$ cat src/verilog/rtcti_pkg.sv
// constants, register map and state types for the real-time clock core
// assumes a 250 MHz system clock and a 32.768 kHz oscillator on a pin
// Function
// - 14 clock/control bytes plus 114 storage bytes
// - one bit selects BCD or binary bytes
// - one bit selects 12 or 24 hour
// - inhibit bit blocks counter-to-byte transfers
// - first update after inhibit refreshes all bytes
// - 12h: hours 1-12, bit 7 marks afternoon
// - 24h: hours 0 to 23
// - weekday counts 1 to 7, Sunday is 1
// - divide oscillator down to 1 Hz tick
// - divider taps selected feed square wave, periodic
// - rate field picks tap, zero disables
// - oscillator field 011 leaves periodic timing alone
// - each event has own enable bit
// - flag always set, request only when enabled
// - summary flag set on any request
// - reading status clears flags, releases interrupt
// - update compares time with alarm bytes
// - alarm keeps working on battery power
// - alarm byte with top bits 11 ignored
// - update-ended flag set every update
// - update request needs enable and no inhibit
// - status A shows update in progress
package rtcti_pkg;
    localparam int unsigned CLK_PERIOD_NS = 4;
    localparam int unsigned UPD_TIME_NS   = 16;
    localparam int unsigned UPD_CYCLES    = (UPD_TIME_NS + CLK_PERIOD_NS - 1) / CLK_PERIOD_NS;
    // byte indices; bus byte address is four times the index
    localparam logic [6:0] IDX_SECONDS_COUNT  = 7'h00;
    localparam logic [6:0] IDX_SECONDS_ALARM  = 7'h01;
    localparam logic [6:0] IDX_MINUTES_COUNT  = 7'h02;
    localparam logic [6:0] IDX_MINUTES_ALARM  = 7'h03;
    localparam logic [6:0] IDX_HOURS_COUNT    = 7'h04;
    localparam logic [6:0] IDX_HOURS_ALARM    = 7'h05;
    localparam logic [6:0] IDX_WEEKDAY_COUNT  = 7'h06;
    localparam logic [6:0] IDX_MONTHDAY_COUNT = 7'h07;
    localparam logic [6:0] IDX_MONTH_COUNT    = 7'h08;
    localparam logic [6:0] IDX_YEAR_COUNT     = 7'h09;
    localparam logic [6:0] IDX_CTRL_A         = 7'h0A;
    localparam logic [6:0] IDX_CTRL_B         = 7'h0B;
    localparam logic [6:0] IDX_STAT_C         = 7'h0C;
    localparam logic [6:0] IDX_STAT_D         = 7'h0D;
    localparam logic [6:0] IDX_RAM_BASE       = 7'h0E;
    localparam int unsigned RAM_BYTES         = 114;
    // control B field positions
    localparam int unsigned B_UTI = 7;
    localparam int unsigned B_PIE = 6;
    localparam int unsigned B_AIE = 5;
    localparam int unsigned B_UIE = 4;
    localparam int unsigned B_DF  = 2;
    localparam int unsigned B_HF  = 1;
    // status C field positions
    localparam int unsigned C_IRQF = 7;
    localparam int unsigned C_PF   = 6;
    localparam int unsigned C_AF   = 5;
    localparam int unsigned C_UF   = 4;
    // values after reset
    localparam logic [2:0] OSC_RST   = 3'h2;
    localparam logic [3:0] RATE_RST  = 4'h0;
    localparam logic [7:0] CTRLB_RST = 8'h02;
    localparam logic [7:0] STATD_VAL = 8'h80;
    localparam logic [14:0] DIV_LAST = 15'h7FFF;
    typedef enum logic [2:0] {
        UPD_IDLE = 3'b001,
        UPD_BUSY = 3'b010,
        UPD_END  = 3'b100
    } rtcti_upd_t;
endpackage

$ cat src/verilog/rtcti_core.sv
// real-time clock core: clock/calendar bytes, alarm, divider, flags, APB slave
// assumes osc_in and on_battery are asynchronous pins; APB master on clk
//
// Chosen here: the APB slave port.
`timescale 1ns/1ns
module rtcti_core
    import rtcti_pkg::*;
#(
    // last divider count; lower values only shorten simulation, taps above it stand still
    parameter logic [14:0] DIV_END = DIV_LAST
)
(
    // clock and reset
    input  wire logic        clk,
    input  wire logic        arst_n,
    // apb slave
    input  wire logic        psel,
    input  wire logic        penable,
    input  wire logic        pwrite,
    input  wire logic [8:0]  paddr,
    input  wire logic [31:0] pwdata,
    output logic      [31:0] prdata,
    output logic             pready,
    output logic             pslverr,
    // pins
    input  wire logic        osc_in,
    input  wire logic        on_battery,
    output logic             square_wave_out,
    output logic             irq_n_o,
    output logic             irq_oe_o
);
    // synchronisers
    logic osc_s1_r, osc_s2_r, osc_s3_r;
    logic bat_s1_r, bat_s2_r;
    always_ff @(posedge clk or negedge arst_n) begin
        if (!arst_n) begin
            osc_s1_r <= 1'b0;
            osc_s2_r <= 1'b0;
            osc_s3_r <= 1'b0;
            bat_s1_r <= 1'b0;
            bat_s2_r <= 1'b0;
        end else begin
            osc_s1_r <= osc_in;
            osc_s2_r <= osc_s1_r;
            osc_s3_r <= osc_s2_r;
            bat_s1_r <= on_battery;
            bat_s2_r <= bat_s1_r;
        end
    end

    // conversion helpers
    function automatic logic [7:0] to_bin(input logic [7:0] v, input logic is_bin);
        return is_bin ? v : (({4'h0, v[7:4]} * 8'd10) + {4'h0, v[3:0]});
    endfunction
    function automatic logic [7:0] from_bin(input logic [7:0] n, input logic is_bin);
        logic [7:0] tens;
        logic [7:0] ones;
        tens = n / 8'd10;
        ones = n % 8'd10;
        return is_bin ? n : {tens[3:0], ones[3:0]};
    endfunction
    function automatic logic [7:0] hr_dec(input logic [7:0] v, input logic is_bin,
                                          input logic h24);
        logic [7:0] h;
        h = to_bin({1'b0, v[6:0]}, is_bin);
        if (h24) begin
            return to_bin(v, is_bin);
        end
        if (h == 8'd12) begin
            h = 8'd0;
        end
        return v[7] ? h + 8'd12 : h;
    endfunction
    function automatic logic [7:0] hr_enc(input logic [7:0] h, input logic is_bin,
                                          input logic h24);
        logic [7:0] h12;
        logic [7:0] e;
        h12 = (h >= 8'd12) ? h - 8'd12 : h;
        if (h12 == 8'd0) begin
            h12 = 8'd12;
        end
        e = from_bin(h12, is_bin);
        if (h24) begin
            return from_bin(h, is_bin);
        end
        return {h >= 8'd12, e[6:0]};
    endfunction
    function automatic logic [7:0] days_in(input logic [7:0] mon, input logic [7:0] yr);
        case (mon)
            8'd2:                      return (yr[1:0] == 2'b00) ? 8'd29 : 8'd28;
            8'd4, 8'd6, 8'd9, 8'd11:   return 8'd30;
            default:                   return 8'd31;
        endcase
    endfunction

    // divider and tap selector
    logic [14:0] div_r, div_nxt;
    logic        tap_prev_r, tap_prev_nxt;
    logic        sqw_r, sqw_nxt;
    logic [3:0]  rate_r;
    logic [3:0]  tap_idx;
    logic        osc_edge, tick, tap_sel, pf_evt;
    always_comb begin
        osc_edge = osc_s2_r & ~osc_s3_r;
        tick     = osc_edge && (div_r == DIV_END);
        div_nxt  = tick ? 15'h0 : (osc_edge ? div_r + 15'h1 : div_r);
        // divider keeps running whatever the oscillator field holds
        case (rate_r)
            4'h1:    tap_idx = 4'h6;
            4'h2:    tap_idx = 4'h7;
            default: tap_idx = 4'(rate_r - 4'h2);
        endcase
        tap_sel      = (rate_r != 4'h0) && div_r[tap_idx];
        pf_evt       = tap_sel & ~tap_prev_r;
        tap_prev_nxt = tap_sel;
        sqw_nxt      = tap_sel;
    end
    always_ff @(posedge clk or negedge arst_n) begin
        if (!arst_n) begin
            div_r      <= 15'h0;
            tap_prev_r <= 1'b0;
            sqw_r      <= 1'b0;
        end else begin
            div_r      <= div_nxt;
            tap_prev_r <= tap_prev_nxt;
            sqw_r      <= sqw_nxt;
        end
    end

    // update cycle sequencer
    rtcti_upd_t upd_r, upd_nxt;
    logic [3:0] ucnt_r, ucnt_nxt;
    always_comb begin
        upd_nxt  = upd_r;
        ucnt_nxt = ucnt_r;
        unique case (upd_r)
            UPD_IDLE: begin
                if (tick) begin
                    upd_nxt  = UPD_BUSY;
                    ucnt_nxt = 4'h0;
                end
            end
            UPD_BUSY: begin
                ucnt_nxt = ucnt_r + 4'h1;
                if (ucnt_r == 4'(UPD_CYCLES - 1)) begin
                    upd_nxt = UPD_END;
                end
            end
            UPD_END: upd_nxt = UPD_IDLE;
            default: upd_nxt = UPD_IDLE;
        endcase
    end
    always_ff @(posedge clk or negedge arst_n) begin
        if (!arst_n) begin
            upd_r  <= UPD_IDLE;
            ucnt_r <= 4'h0;
        end else begin
            upd_r  <= upd_nxt;
            ucnt_r <= ucnt_nxt;
        end
    end

    // apb front end: no wait state; read data is registered in the setup phase so it comes from a flop
    logic [6:0]  idx;
    logic        setup, acc, wr_en, rd_c;
    logic [7:0]  rd_byte;
    logic [31:0] prdata_r, prdata_nxt;
    logic        pready_r, pready_nxt, pslverr_r, pslverr_nxt;
    logic [7:0]  ram_r [0:RAM_BYTES-1];
    logic [7:0]  cb_r [0:9];
    logic [7:0]  cb_nxt [0:9];
    logic [2:0]  osc_r, osc_nxt;
    logic [3:0]  rate_nxt;
    logic [7:0]  ctlb_r, ctlb_nxt;
    logic [7:4]  flags_r, flags_nxt;
    logic [6:0]  ram_idx;
    always_comb begin
        idx     = paddr[8:2];
        ram_idx = 7'(idx - IDX_RAM_BASE);
        setup   = psel & ~penable;
        acc     = psel & penable & pready_r;
        // writes are locked out while on battery; alarm path is not gated
        wr_en   = acc & pwrite & ~pslverr_r & ~bat_s2_r;
        rd_c    = acc & ~pwrite & ~pslverr_r & (idx == IDX_STAT_C);
        if (idx < IDX_CTRL_A) begin
            rd_byte = cb_r[idx[3:0]];
        end else if (idx == IDX_CTRL_A) begin
            rd_byte = {upd_r != UPD_IDLE, osc_r, rate_r};
        end else if (idx == IDX_CTRL_B) begin
            rd_byte = ctlb_r;
        end else if (idx == IDX_STAT_C) begin
            rd_byte = {flags_r, 4'h0};
        end else if (idx == IDX_STAT_D) begin
            rd_byte = STATD_VAL;
        end else begin
            rd_byte = ram_r[ram_idx];
        end
        pready_nxt  = setup;
        pslverr_nxt = setup & (paddr[1:0] != 2'b00);
        prdata_nxt  = (setup & ~pwrite) ? {24'h0, rd_byte} : prdata_r;
    end
    always_ff @(posedge clk or negedge arst_n) begin
        if (!arst_n) begin
            prdata_r  <= 32'h0;
            pready_r  <= 1'b0;
            pslverr_r <= 1'b0;
        end else begin
            prdata_r  <= prdata_nxt;
            pready_r  <= pready_nxt;
            pslverr_r <= pslverr_nxt;
        end
    end
    // battery-backed storage, no reset by design
    always_ff @(posedge clk) begin
        if (wr_en && idx >= IDX_RAM_BASE) begin
            ram_r[ram_idx] <= pwdata[7:0];
        end
    end

    // time keeping and alarm
    logic       is_bin, h24, update_transfer_inhibit;
    logic [7:0] sec, mnt, hr, wd, dom, mon, yr;
    logic [7:0] t_s, t_h, t_m;
    logic       alarm_match;
    always_comb begin
        is_bin = ctlb_r[B_DF];
        h24    = ctlb_r[B_HF];
        update_transfer_inhibit    = ctlb_r[B_UTI];
        sec    = to_bin(cb_r[IDX_SECONDS_COUNT[3:0]], is_bin);
        mnt    = to_bin(cb_r[IDX_MINUTES_COUNT[3:0]], is_bin);
        hr     = hr_dec(cb_r[IDX_HOURS_COUNT[3:0]], is_bin, h24);
        wd     = to_bin(cb_r[IDX_WEEKDAY_COUNT[3:0]], is_bin);
        dom    = to_bin(cb_r[IDX_MONTHDAY_COUNT[3:0]], is_bin);
        mon    = to_bin(cb_r[IDX_MONTH_COUNT[3:0]], is_bin);
        yr     = to_bin(cb_r[IDX_YEAR_COUNT[3:0]], is_bin);
        sec    = sec + 8'd1;
        if (sec >= 8'd60) begin
            sec = 8'd0;
            mnt = mnt + 8'd1;
            if (mnt >= 8'd60) begin
                mnt = 8'd0;
                hr  = hr + 8'd1;
                if (hr >= 8'd24) begin
                    hr  = 8'd0;
                    wd  = (wd >= 8'd7) ? 8'd1 : wd + 8'd1;
                    dom = dom + 8'd1;
                    if (dom > days_in(mon, yr)) begin
                        dom = 8'd1;
                        mon = mon + 8'd1;
                        if (mon > 8'd12) begin
                            mon = 8'd1;
                            yr  = (yr >= 8'd99) ? 8'd0 : yr + 8'd1;
                        end
                    end
                end
            end
        end
        for (int i = 0; i < 10; i++) begin
            cb_nxt[i] = cb_r[i];
        end
        if (upd_r == UPD_END && !update_transfer_inhibit) begin
            cb_nxt[IDX_SECONDS_COUNT[3:0]]  = from_bin(sec, is_bin);
            cb_nxt[IDX_MINUTES_COUNT[3:0]]  = from_bin(mnt, is_bin);
            cb_nxt[IDX_HOURS_COUNT[3:0]]    = hr_enc(hr, is_bin, h24);
            cb_nxt[IDX_WEEKDAY_COUNT[3:0]]  = from_bin(wd, is_bin);
            cb_nxt[IDX_MONTHDAY_COUNT[3:0]] = from_bin(dom, is_bin);
            cb_nxt[IDX_MONTH_COUNT[3:0]]    = from_bin(mon, is_bin);
            cb_nxt[IDX_YEAR_COUNT[3:0]]     = from_bin(yr, is_bin);
        end
        // alarm is checked against the bytes as they stand after this update
        t_s = cb_nxt[IDX_SECONDS_COUNT[3:0]];
        t_m = cb_nxt[IDX_MINUTES_COUNT[3:0]];
        t_h = cb_nxt[IDX_HOURS_COUNT[3:0]];
        alarm_match = (cb_r[IDX_SECONDS_ALARM[3:0]][7:6] == 2'b11
                       || cb_r[IDX_SECONDS_ALARM[3:0]] == t_s)
                   && (cb_r[IDX_MINUTES_ALARM[3:0]][7:6] == 2'b11
                       || cb_r[IDX_MINUTES_ALARM[3:0]] == t_m)
                   && (cb_r[IDX_HOURS_ALARM[3:0]][7:6] == 2'b11
                       || cb_r[IDX_HOURS_ALARM[3:0]] == t_h);
        // a write in the last update cycle wins over the transfer
        if (wr_en && idx < IDX_CTRL_A) begin
            cb_nxt[idx[3:0]] = pwdata[7:0];
        end
    end
    always_ff @(posedge clk or negedge arst_n) begin
        if (!arst_n) begin
            for (int i = 0; i < 10; i++) begin
                cb_r[i] <= 8'h00;
            end
            cb_r[IDX_WEEKDAY_COUNT[3:0]]  <= 8'h01;
            cb_r[IDX_MONTHDAY_COUNT[3:0]] <= 8'h01;
            cb_r[IDX_MONTH_COUNT[3:0]]    <= 8'h01;
        end else begin
            for (int i = 0; i < 10; i++) begin
                cb_r[i] <= cb_nxt[i];
            end
        end
    end

    // control registers
    always_comb begin
        osc_nxt  = osc_r;
        rate_nxt = rate_r;
        ctlb_nxt = ctlb_r;
        if (wr_en && idx == IDX_CTRL_A) begin
            osc_nxt  = pwdata[6:4];
            rate_nxt = pwdata[3:0];
        end
        if (wr_en && idx == IDX_CTRL_B) begin
            ctlb_nxt = {pwdata[7:4], 1'b0, pwdata[2:1], 1'b0};
        end
    end
    always_ff @(posedge clk or negedge arst_n) begin
        if (!arst_n) begin
            osc_r  <= OSC_RST;
            rate_r <= RATE_RST;
            ctlb_r <= CTRLB_RST;
        end else begin
            osc_r  <= osc_nxt;
            rate_r <= rate_nxt;
            ctlb_r <= ctlb_nxt;
        end
    end

    // event flags and interrupt pin
    logic       af_evt, uf_evt, irq_req;
    logic [7:4] c_clr;
    logic       irq_oe_r, irq_oe_nxt, irq_n_r, irq_n_nxt;
    always_comb begin
        af_evt  = (upd_r == UPD_END) && alarm_match;
        uf_evt  = (upd_r == UPD_END);
        irq_req = (pf_evt & ctlb_r[B_PIE]) | (af_evt & ctlb_r[B_AIE])
                | (uf_evt & ctlb_r[B_UIE] & ~update_transfer_inhibit);
        // only the bits the reader saw are cleared, so a late event survives
        c_clr   = rd_c ? prdata_r[7:4] : 4'h0;
        flags_nxt[C_PF]   = (flags_r[C_PF] & ~c_clr[C_PF]) | pf_evt;
        flags_nxt[C_AF]   = (flags_r[C_AF] & ~c_clr[C_AF]) | af_evt;
        flags_nxt[C_UF]   = (flags_r[C_UF] & ~c_clr[C_UF]) | uf_evt;
        flags_nxt[C_IRQF] = (flags_r[C_IRQF] & ~c_clr[C_IRQF]) | irq_req;
        irq_oe_nxt = flags_nxt[C_IRQF];
        irq_n_nxt  = ~flags_nxt[C_IRQF];
    end
    always_ff @(posedge clk or negedge arst_n) begin
        if (!arst_n) begin
            flags_r  <= 4'h0;
            irq_oe_r <= 1'b0;
            irq_n_r  <= 1'b1;
        end else begin
            flags_r  <= flags_nxt;
            irq_oe_r <= irq_oe_nxt;
            irq_n_r  <= irq_n_nxt;
        end
    end

    assign prdata          = prdata_r;
    assign pready          = pready_r;
    assign pslverr         = pslverr_r;
    assign square_wave_out = sqw_r;
    assign irq_n_o         = irq_n_r;
    assign irq_oe_o        = irq_oe_r;
endmodule // rtcti_core

$ cat config.mk
export PLATFORM = sky130hd
export DESIGN_NAME = rtcti_core
export DESIGN_NICKNAME = d
export VERILOG_FILES = /design/src/verilog/rtcti_pkg.sv /design/src/verilog/rtcti_core.sv
export SDC_FILE = /design/constraint.sdc
export NUM_CORES = 2
export LEC_CHECK = 0
export ABC_AREA = 1
export BUFFER_PORTS_ARGS = -buffer_cell sky130_fd_sc_hd__buf_2
export CORE_UTILIZATION = 40
export DETAILED_ROUTE_END_ITERATION = 10
export GPL_TIMING_DRIVEN = 1
export SETUP_SLACK_MARGIN = 0.4
export SLEW_MARGIN = 20
export SYNTH_ARGS = -nofsm -noshare
export SYNTH_HDL_FRONTEND = slang
export SYNTH_SLANG_ARGS = --single-unit
$ cat constraint.sdc
create_clock -name clk -period 9.3 [get_ports clk]
set_input_delay 0.93 -clock clk [delete_from_list [all_inputs] [get_ports clk]]
set_output_delay 0.93 -clock clk [all_outputs]
set_load 0.03 [all_outputs]
### Word level (Yosys, flattened, before mapping)

Memories as Yosys holds them, arrays and structs flattened.
Index checks and enable logic that the tools add are counted.

* register bits after elaboration: 137
* memory bits (writable): 912
* bits of input ports: 48
* output and inout port bits: 37
* word-level logic and storage cells: 264
* memories kept: 1

Memories
* ram_r: depth 114, width 8, read ports 1, clocked after memory_dff 0, write ports 1, line rtcti_core.sv:169 `logic [7:0] ram_r [0:RAM_BYTES-1];`

* $add $sub $neg: 21
* multipliers: 8
* div/mod/pow operators: 16
* magnitude comparators: 13
* equal/unequal tests: 26
* muxes and demuxes: 87
* bitwise operators: 40
* reductions and logical operators: 24

Operators with widths (number)
* $mux 8: 64
* $bwmux 80: 1
* $mux 80: 1
* $div 8x4->8 const B: 8
* $mod 8x4->8 const B: 8
* $add 8x1->8 const B: 7
* $add 8x4->8: 7
* $mul 4x3->7 const B: 7
* $bmux 8 s4: 1
* $demux 8 s4: 1
* $mux 32: 1
* $mux 15: 2
* $eq 7x4->1 const B: 4
* $eq 8x4->1 const B: 3
* $eq 8x8->1: 3
* $and 1x1->1: 21
* $eq 8x3->1 const B: 2
* $ge 8x6->1 const B: 2
* $pmux 4 s2: 2
* $add 15x1->15 const B: 1
* $eq 15x15->1 const B: 1
* $not 1->1: 12
* $logic_and 1x1->1: 11
* $add 7x4->8: 1
* other kinds (43): 64

### Logic depth before layout (Yosys ltp)

* depth in word-level cells: 32
* mapped depth: 64
* mapped depth without buffers: 64

### Least setup slack after synthesis

No wires, ideal clock.

* kind: reg-to-reg
* from: reg cb_r[61] (netlist name)
* to: reg irq_n_r (netlist: irq_n_o)
* library setup time: 0.071 ns
* data arrival time: 6.428 ns
* required time: 9.229 ns
* setup slack: 2.800 ns
* stages on the path, launching flop included: 56
* buffers on the path: 1
* clock period less this slack: 6.500 ns
* cell sequence: dfrtp_1 -> ha_1 -> ha_1 -> fa_1 -> nand2_1 -> inv_1 -> o21ai_0 -> o21ai_1 -> or2_4 -> nor2_4 -> xor2_2 -> nand2_2 -> nand2_4 -> inv_2 -> nand2_8 -> inv_4 -> nor2_1 -> ha_1 -> [... 20 more ...] -> nand2_1 -> nand2_1 -> inv_1 -> ha_1 -> inv_1 -> nand2_1 -> nand3_1 -> nand2_1 -> nand2_1 -> nand2_1 -> nand2_1 -> nand2_1 -> nor2_1 -> nand3_1 -> nand2_1 -> nand3_1 -> nand2_2 -> inv_2

* longest elaborated chain between the ends: 25
* elaborated cells on any way between the ends: 40
* classes of those cells: add/sub: 3; mul: 1; div: 6; order compare: 2; eq/ne: 2; mux: 15; bitwise: 5; reduce/logical: 6

Ends and longest elaborated chain
* start, declared: line rtcti_core.sv:170 `logic [7:0] cb_r [0:9];`
* start signal, assigned by index: line rtcti_core.sv:295 `cb_r[i] <= cb_nxt[i];`
* $mul 4x3->7: line rtcti_core.sv:53 `return is_bin ? v : (({4'h0, v[7:4]} * 8'd10) + {4'h0, v[3:0]});`
* $add 8x4->8: line rtcti_core.sv:53
* $mux 8: line rtcti_core.sv:53
* $add 8x1->8: line rtcti_core.sv:239 `mnt = mnt + 8'd1;`
* $ge 8x6->1: line rtcti_core.sv:240 `if (mnt >= 8'd60) begin`
* $mux 8: line rtcti_core.sv:240
* $mux 8: line rtcti_core.sv:237 `if (sec >= 8'd60) begin`
* $sub 8x4->8 / $ge 8x4->1 (equally long branches): line rtcti_core.sv:78, rtcti_core.sv:86
* [... 11 more ...]
* $logic_and 1x1->1 (*): line rtcti_core.sv:330 `af_evt = (upd_r == UPD_END) && alarm_match;`
* $and 1x1->1 (*): line rtcti_core.sv:332 `irq_req = (pf_evt & ctlb_r[B_PIE]) | (af_evt & ctlb_r[B_AIE])`
* $or 1x1->1 (*): line rtcti_core.sv:332
* $or 1x1->1 (*): line rtcti_core.sv:333 `| (uf_evt & ctlb_r[B_UIE] & ~update_transfer_inhibit);`
* $or 1x1->1 (*): line rtcti_core.sv:339 `flags_nxt[C_IRQF] = (flags_r[C_IRQF] & ~c_clr[C_IRQF]) | irq_req;`
* named net flags_nxt (one bit): line rtcti_core.sv:175 `logic [7:4] flags_r, flags_nxt;`
* $not 1->1 (*): line rtcti_core.sv:341 `irq_n_nxt = ~flags_nxt[C_IRQF];`
* named net irq_n_nxt: line rtcti_core.sv:328 `logic irq_oe_r, irq_oe_nxt, irq_n_r, irq_n_nxt;`
* end signal, assigned: line rtcti_core.sv:351 `irq_n_r <= irq_n_nxt;`
* end, declared: line rtcti_core.sv:328

Mark *: on every way through the listed nets, which the timed path passes. The rest lies on a longest branch. The select of a mux whose other input is x is not followed.
A chain may end at the register's enable or synchronous reset.

### Final worst setup path

* from: reg cb_r[77] (netlist name)
* to: reg flags_r[7] (netlist name)

* longest elaborated chain between the ends: 23
* elaborated cells on any way between the ends: 44
* classes of those cells: add/sub: 3; mul: 1; div: 8; order compare: 2; eq/ne: 3; mux: 16; bitwise: 4; reduce/logical: 7

Ends and longest elaborated chain
* $mul 4x3->7: line rtcti_core.sv:53
* $add 8x4->8: line rtcti_core.sv:53
* $mux 8: line rtcti_core.sv:53
* $add 8x1->8: line rtcti_core.sv:236 `sec = sec + 8'd1;`
* $ge 8x6->1: line rtcti_core.sv:237
* $mux 8: line rtcti_core.sv:237
* $sub 8x4->8 / $ge 8x4->1 (equally long branches): line rtcti_core.sv:78, rtcti_core.sv:86
* $mux 8: line rtcti_core.sv:78 `h12 = (h >= 8'd12) ? h - 8'd12 : h;`
* [... 8 more ...]
* $logic_or 1x1->1: line rtcti_core.sv:279 `|| cb_r[IDX_HOURS_ALARM[3:0]] == t_h);`
* $logic_and 1x1->1 (*): line rtcti_core.sv:278 `&& (cb_r[IDX_HOURS_ALARM[3:0]][7:6] == 2'b11`
* $logic_and 1x1->1 (*): line rtcti_core.sv:330
* $and 1x1->1 (*): line rtcti_core.sv:332
* $or 1x1->1 (*): line rtcti_core.sv:332
* $or 1x1->1 (*): line rtcti_core.sv:333
* $or 1x1->1 (*): line rtcti_core.sv:339
* named net flags_nxt (one bit): line rtcti_core.sv:175
* end signal, assigned: line rtcti_core.sv:349 `flags_r <= flags_nxt;`
* end, declared: line rtcti_core.sv:175

Marks and branches as above.

==> qor.txt <==
routed vias - 34523
CTS tree - done
Sink Count - 1048
final WL - 134 mm
grt ovf - 0
Final setup violation count - 0
minimum clock period - 7.83 ns
CP max stage cell - fa_1
Setup Buffers After CTS - 0
worst-case clock buffer depth - 3
Highest Clock Rate - 128 MHz
Yosys cell types - 75
CTS Buf Count - 107
r2r setup slk - 1.47 ns
antenna violations before repair - 4
Resized Gates After CTS - 0
Layout area overhead - 10.5%
vias per cell - 5.56
mapped cell area - 49200 µm²
Crit path top cell by count - nand2_1
average cell area after synthesis - 10.9 µm²
Worst VDD drop - 0.158 mV
die width - 353 µm
Post-synth EDFFs - 912
initial core utilization - 40.4%
Post-synth ARST share - 13.0%
Seq cells post-synth - 1048
Slew HR - 25.1%
die area - 124000 µm²
Worst-Margin Slew - 1.12 ns
first-pass GRT wire length - 203 mm
hpwl dp - 83.3 mm
WL/cell - 21.6 µm
Pleak - 19.4 nW
status - complete, no violations
n_diodes - 0
Total GRT Usage - 21.2%
CP max stage delay - 0.53 ns
Final period util - 84.2%
TNS Setup - 0 ns
Hold Vio Cnt, Final - 0
H-tree depth - 3
ratio of cells with drive above 1 in the final layout - 8.76%
RSZ-0062 raised after global routing - no
most common cell after layout, fill and taps aside - edfxtp_1
root buf cell - clkbuf_16
Die Ht - 353 µm
Core Area - 122000 µm²
I/O pins - 85
Crit Path Category - register to register
Final Max Tran Viols - 0
Crit. End Element - register
Layout Nets - 4652
Gate Count Post-Synth - 4498
worst skew pair latency - 0.70 ns
Fill cells - 11251
Worst-path clk slew - 0.06 ns
DRT iter0 DRCs - 3163
I/O Buffers - 36
final core occ - 44.6%
sequential fraction of the synthesis area - 62.6%
Critical Path Start Type - register
Post-DRT Antenna Nets - 0
Setup Skew - 0.0247 ns
Top FF cell, synth - edfxtp_1
row cnt - 128
maximum fanout along the worst path - 17
Critical Path RT - 9.88 ns
# DRC - 0
Min-Delay Path Class - primary input to async pin
largest net degree at the start of global routing - 115
WP data arrival - 8.40 ns
hold_buf cts - 0
MaxCap Viol Count - 0
Pwr Density - 189 nW/µm²
Yosys Warn Count - 0
drt pass-1 iters - 6
gpl congestion - 0.897
most frequent cells in the layout - 912 x edfxtp_1, 880 x nand2_1, 357 x a22oi_1
vias in the first global route - 33147
[cell families (layout without fill, tap and decap cells)]
logic type | after synthesis | after routing | share of synthesized area, %
compound gates | 951 | 951 | 12.7
xor+xnor | 98 | 98 | 1.79
fa+ha+maj | 108 | 108 | 2.96
buf+inv | 562 | 630 | 4.56
flops | 1048 | 1048 | 62.6
mux | 3 | 3 | 0.0610
other cells | 1 | 24 | 0.00762
simple gates | 1727 | 1727 | 15.4
[critical path: cells and delay by family (launching register included)]
family | cells | cell delay (ns)
and+or+nand+nor | 36 | 4.04
adders and majority gates | 5 | 1.55
AOI/OAI and AO/OA | 4 | 0.75
DFF | 1 | 0.46
buffers and inverters | 6 | 0.45
xor gates and xnor gates | 2 | 0.41
[stage by stage]
stage                     worst slack [ns]  cell area [µm²]  hold WS [ns]  total power [W]  instances
final                                 1.47            54400         0.213           0.0103       6214
after detailed placement              1.58            51100         0.337          0.00626       6012
after global routing                 0.648            54400         0.261           0.0106       6214
after floorplan                       2.80            49300         0.331          0.00589       4521
after global placement                1.66            51100         0.335          0.00625       6012
after CTS                             1.53            54400         0.214           0.0103       6214
[worst paths after layout]
path                                   end  cells past startpoint  startpoint
max in group asynchronous        div_r[12]                      2      arst_n
worst max register to register  flags_r[7]                     53    cb_r[77]
worst max-delay path            flags_r[7]                     53    cb_r[77]
worst min register to register    osc_s2_r                      0    osc_s1_r
worst min-delay path               cb_r[5]                      1      arst_n
min in group clk                  bat_s1_r                      1  on_battery
[cells in the mapped netlist (6+ instances only)]
cell type	instances	area, µm²
o22ai_1	11	68.8
nand3_2	11	110
a41oi_1	25	219
dfrtp_1	129	3230
nor3_1	37	185
dfstp_2	7	184
o221ai_1	11	96.3
o31ai_1	6	45.0
nand3b_1	6	45.0
a22oi_1	357	2680
clkinv_1	9	33.8
xor2_1	61	534
a21oi_1	125	626
clkbuf_1	137	514
nand4_1	84	526
buf_4	30	225
xnor2_1	34	298
or2_2	11	68.8
buf_1	49	184
edfxtp_1	912	27400
fa_1	14	280
o21ai_0	225	1130
nand2_1	880	3300
ha_1	94	1180
nor2_2	10	62.6
inv_1	293	1100
nand3_1	306	1530
nand2_2	37	231
o21a_1	7	52.6
o211ai_1	54	405
buf_2	9	45.0
o21ai_2	7	61.3
a31oi_1	42	263
o21ai_1	34	170
nor2_1	312	1170
inv_2	33	124
[cell type report]
type / count / area (µm²) / area share, %
Clock buffer: 144 / 2910 / 5.34
Tap cell: 1625 / 2030 / 3.74
Timing Repair Buffer: 92 / 656 / 1.21
Inverter: 336 / 1270 / 2.34
Clock inverter: 58 / 402 / 0.738
Multi-Input combinational cell: 2911 / 16300 / 30.0
Sequential cell: 1048 / 30800 / 56.6
[sequential cells by signal, summed over array words and instances (netlist names), named ones only]
name / cells
div_r: 15
ucnt_r: 4
prdata: 8
rate_r: 4
osc_s2_r: 1
square_wave_out: 1
osc_s1_r: 1
irq_n_o: 1
ram_r: 912
pslverr: 1
cb_r: 56
flags_r: 4
pready: 1
bat_s2_r: 1
ctlb_r: 6
upd_r: 3
bat_s1_r: 1
osc_s3_r: 1
osc_r: 3
[metal layers]
| layer | GRT usage [%] | up-vias | routed length (µm) |
|---|---|---|---|
| li1 | - | 16225 | - |
| met1 | 29.4 | 16822 | 57700 |
| met2 | 33.7 | 1269 | 62100 |
| met3 | 3.49 | 201 | 10400 |
| met4 | 6.97 | 6 | 4010 |
| met5 | 0 | - | 41 |
[power breakdown]
part	internal (W)	leakage, nW	total (W)	switching, W
combinational	0.000276	8.01	0.00102	0.000744
sequential	0.00513	9.80	0.00515	0.0000180
clock	0.00230	1.63	0.00409	0.00179
total	0.00771	19.4	0.0103	0.00255
No activity file was read; power rests on OpenSTA's default activity.
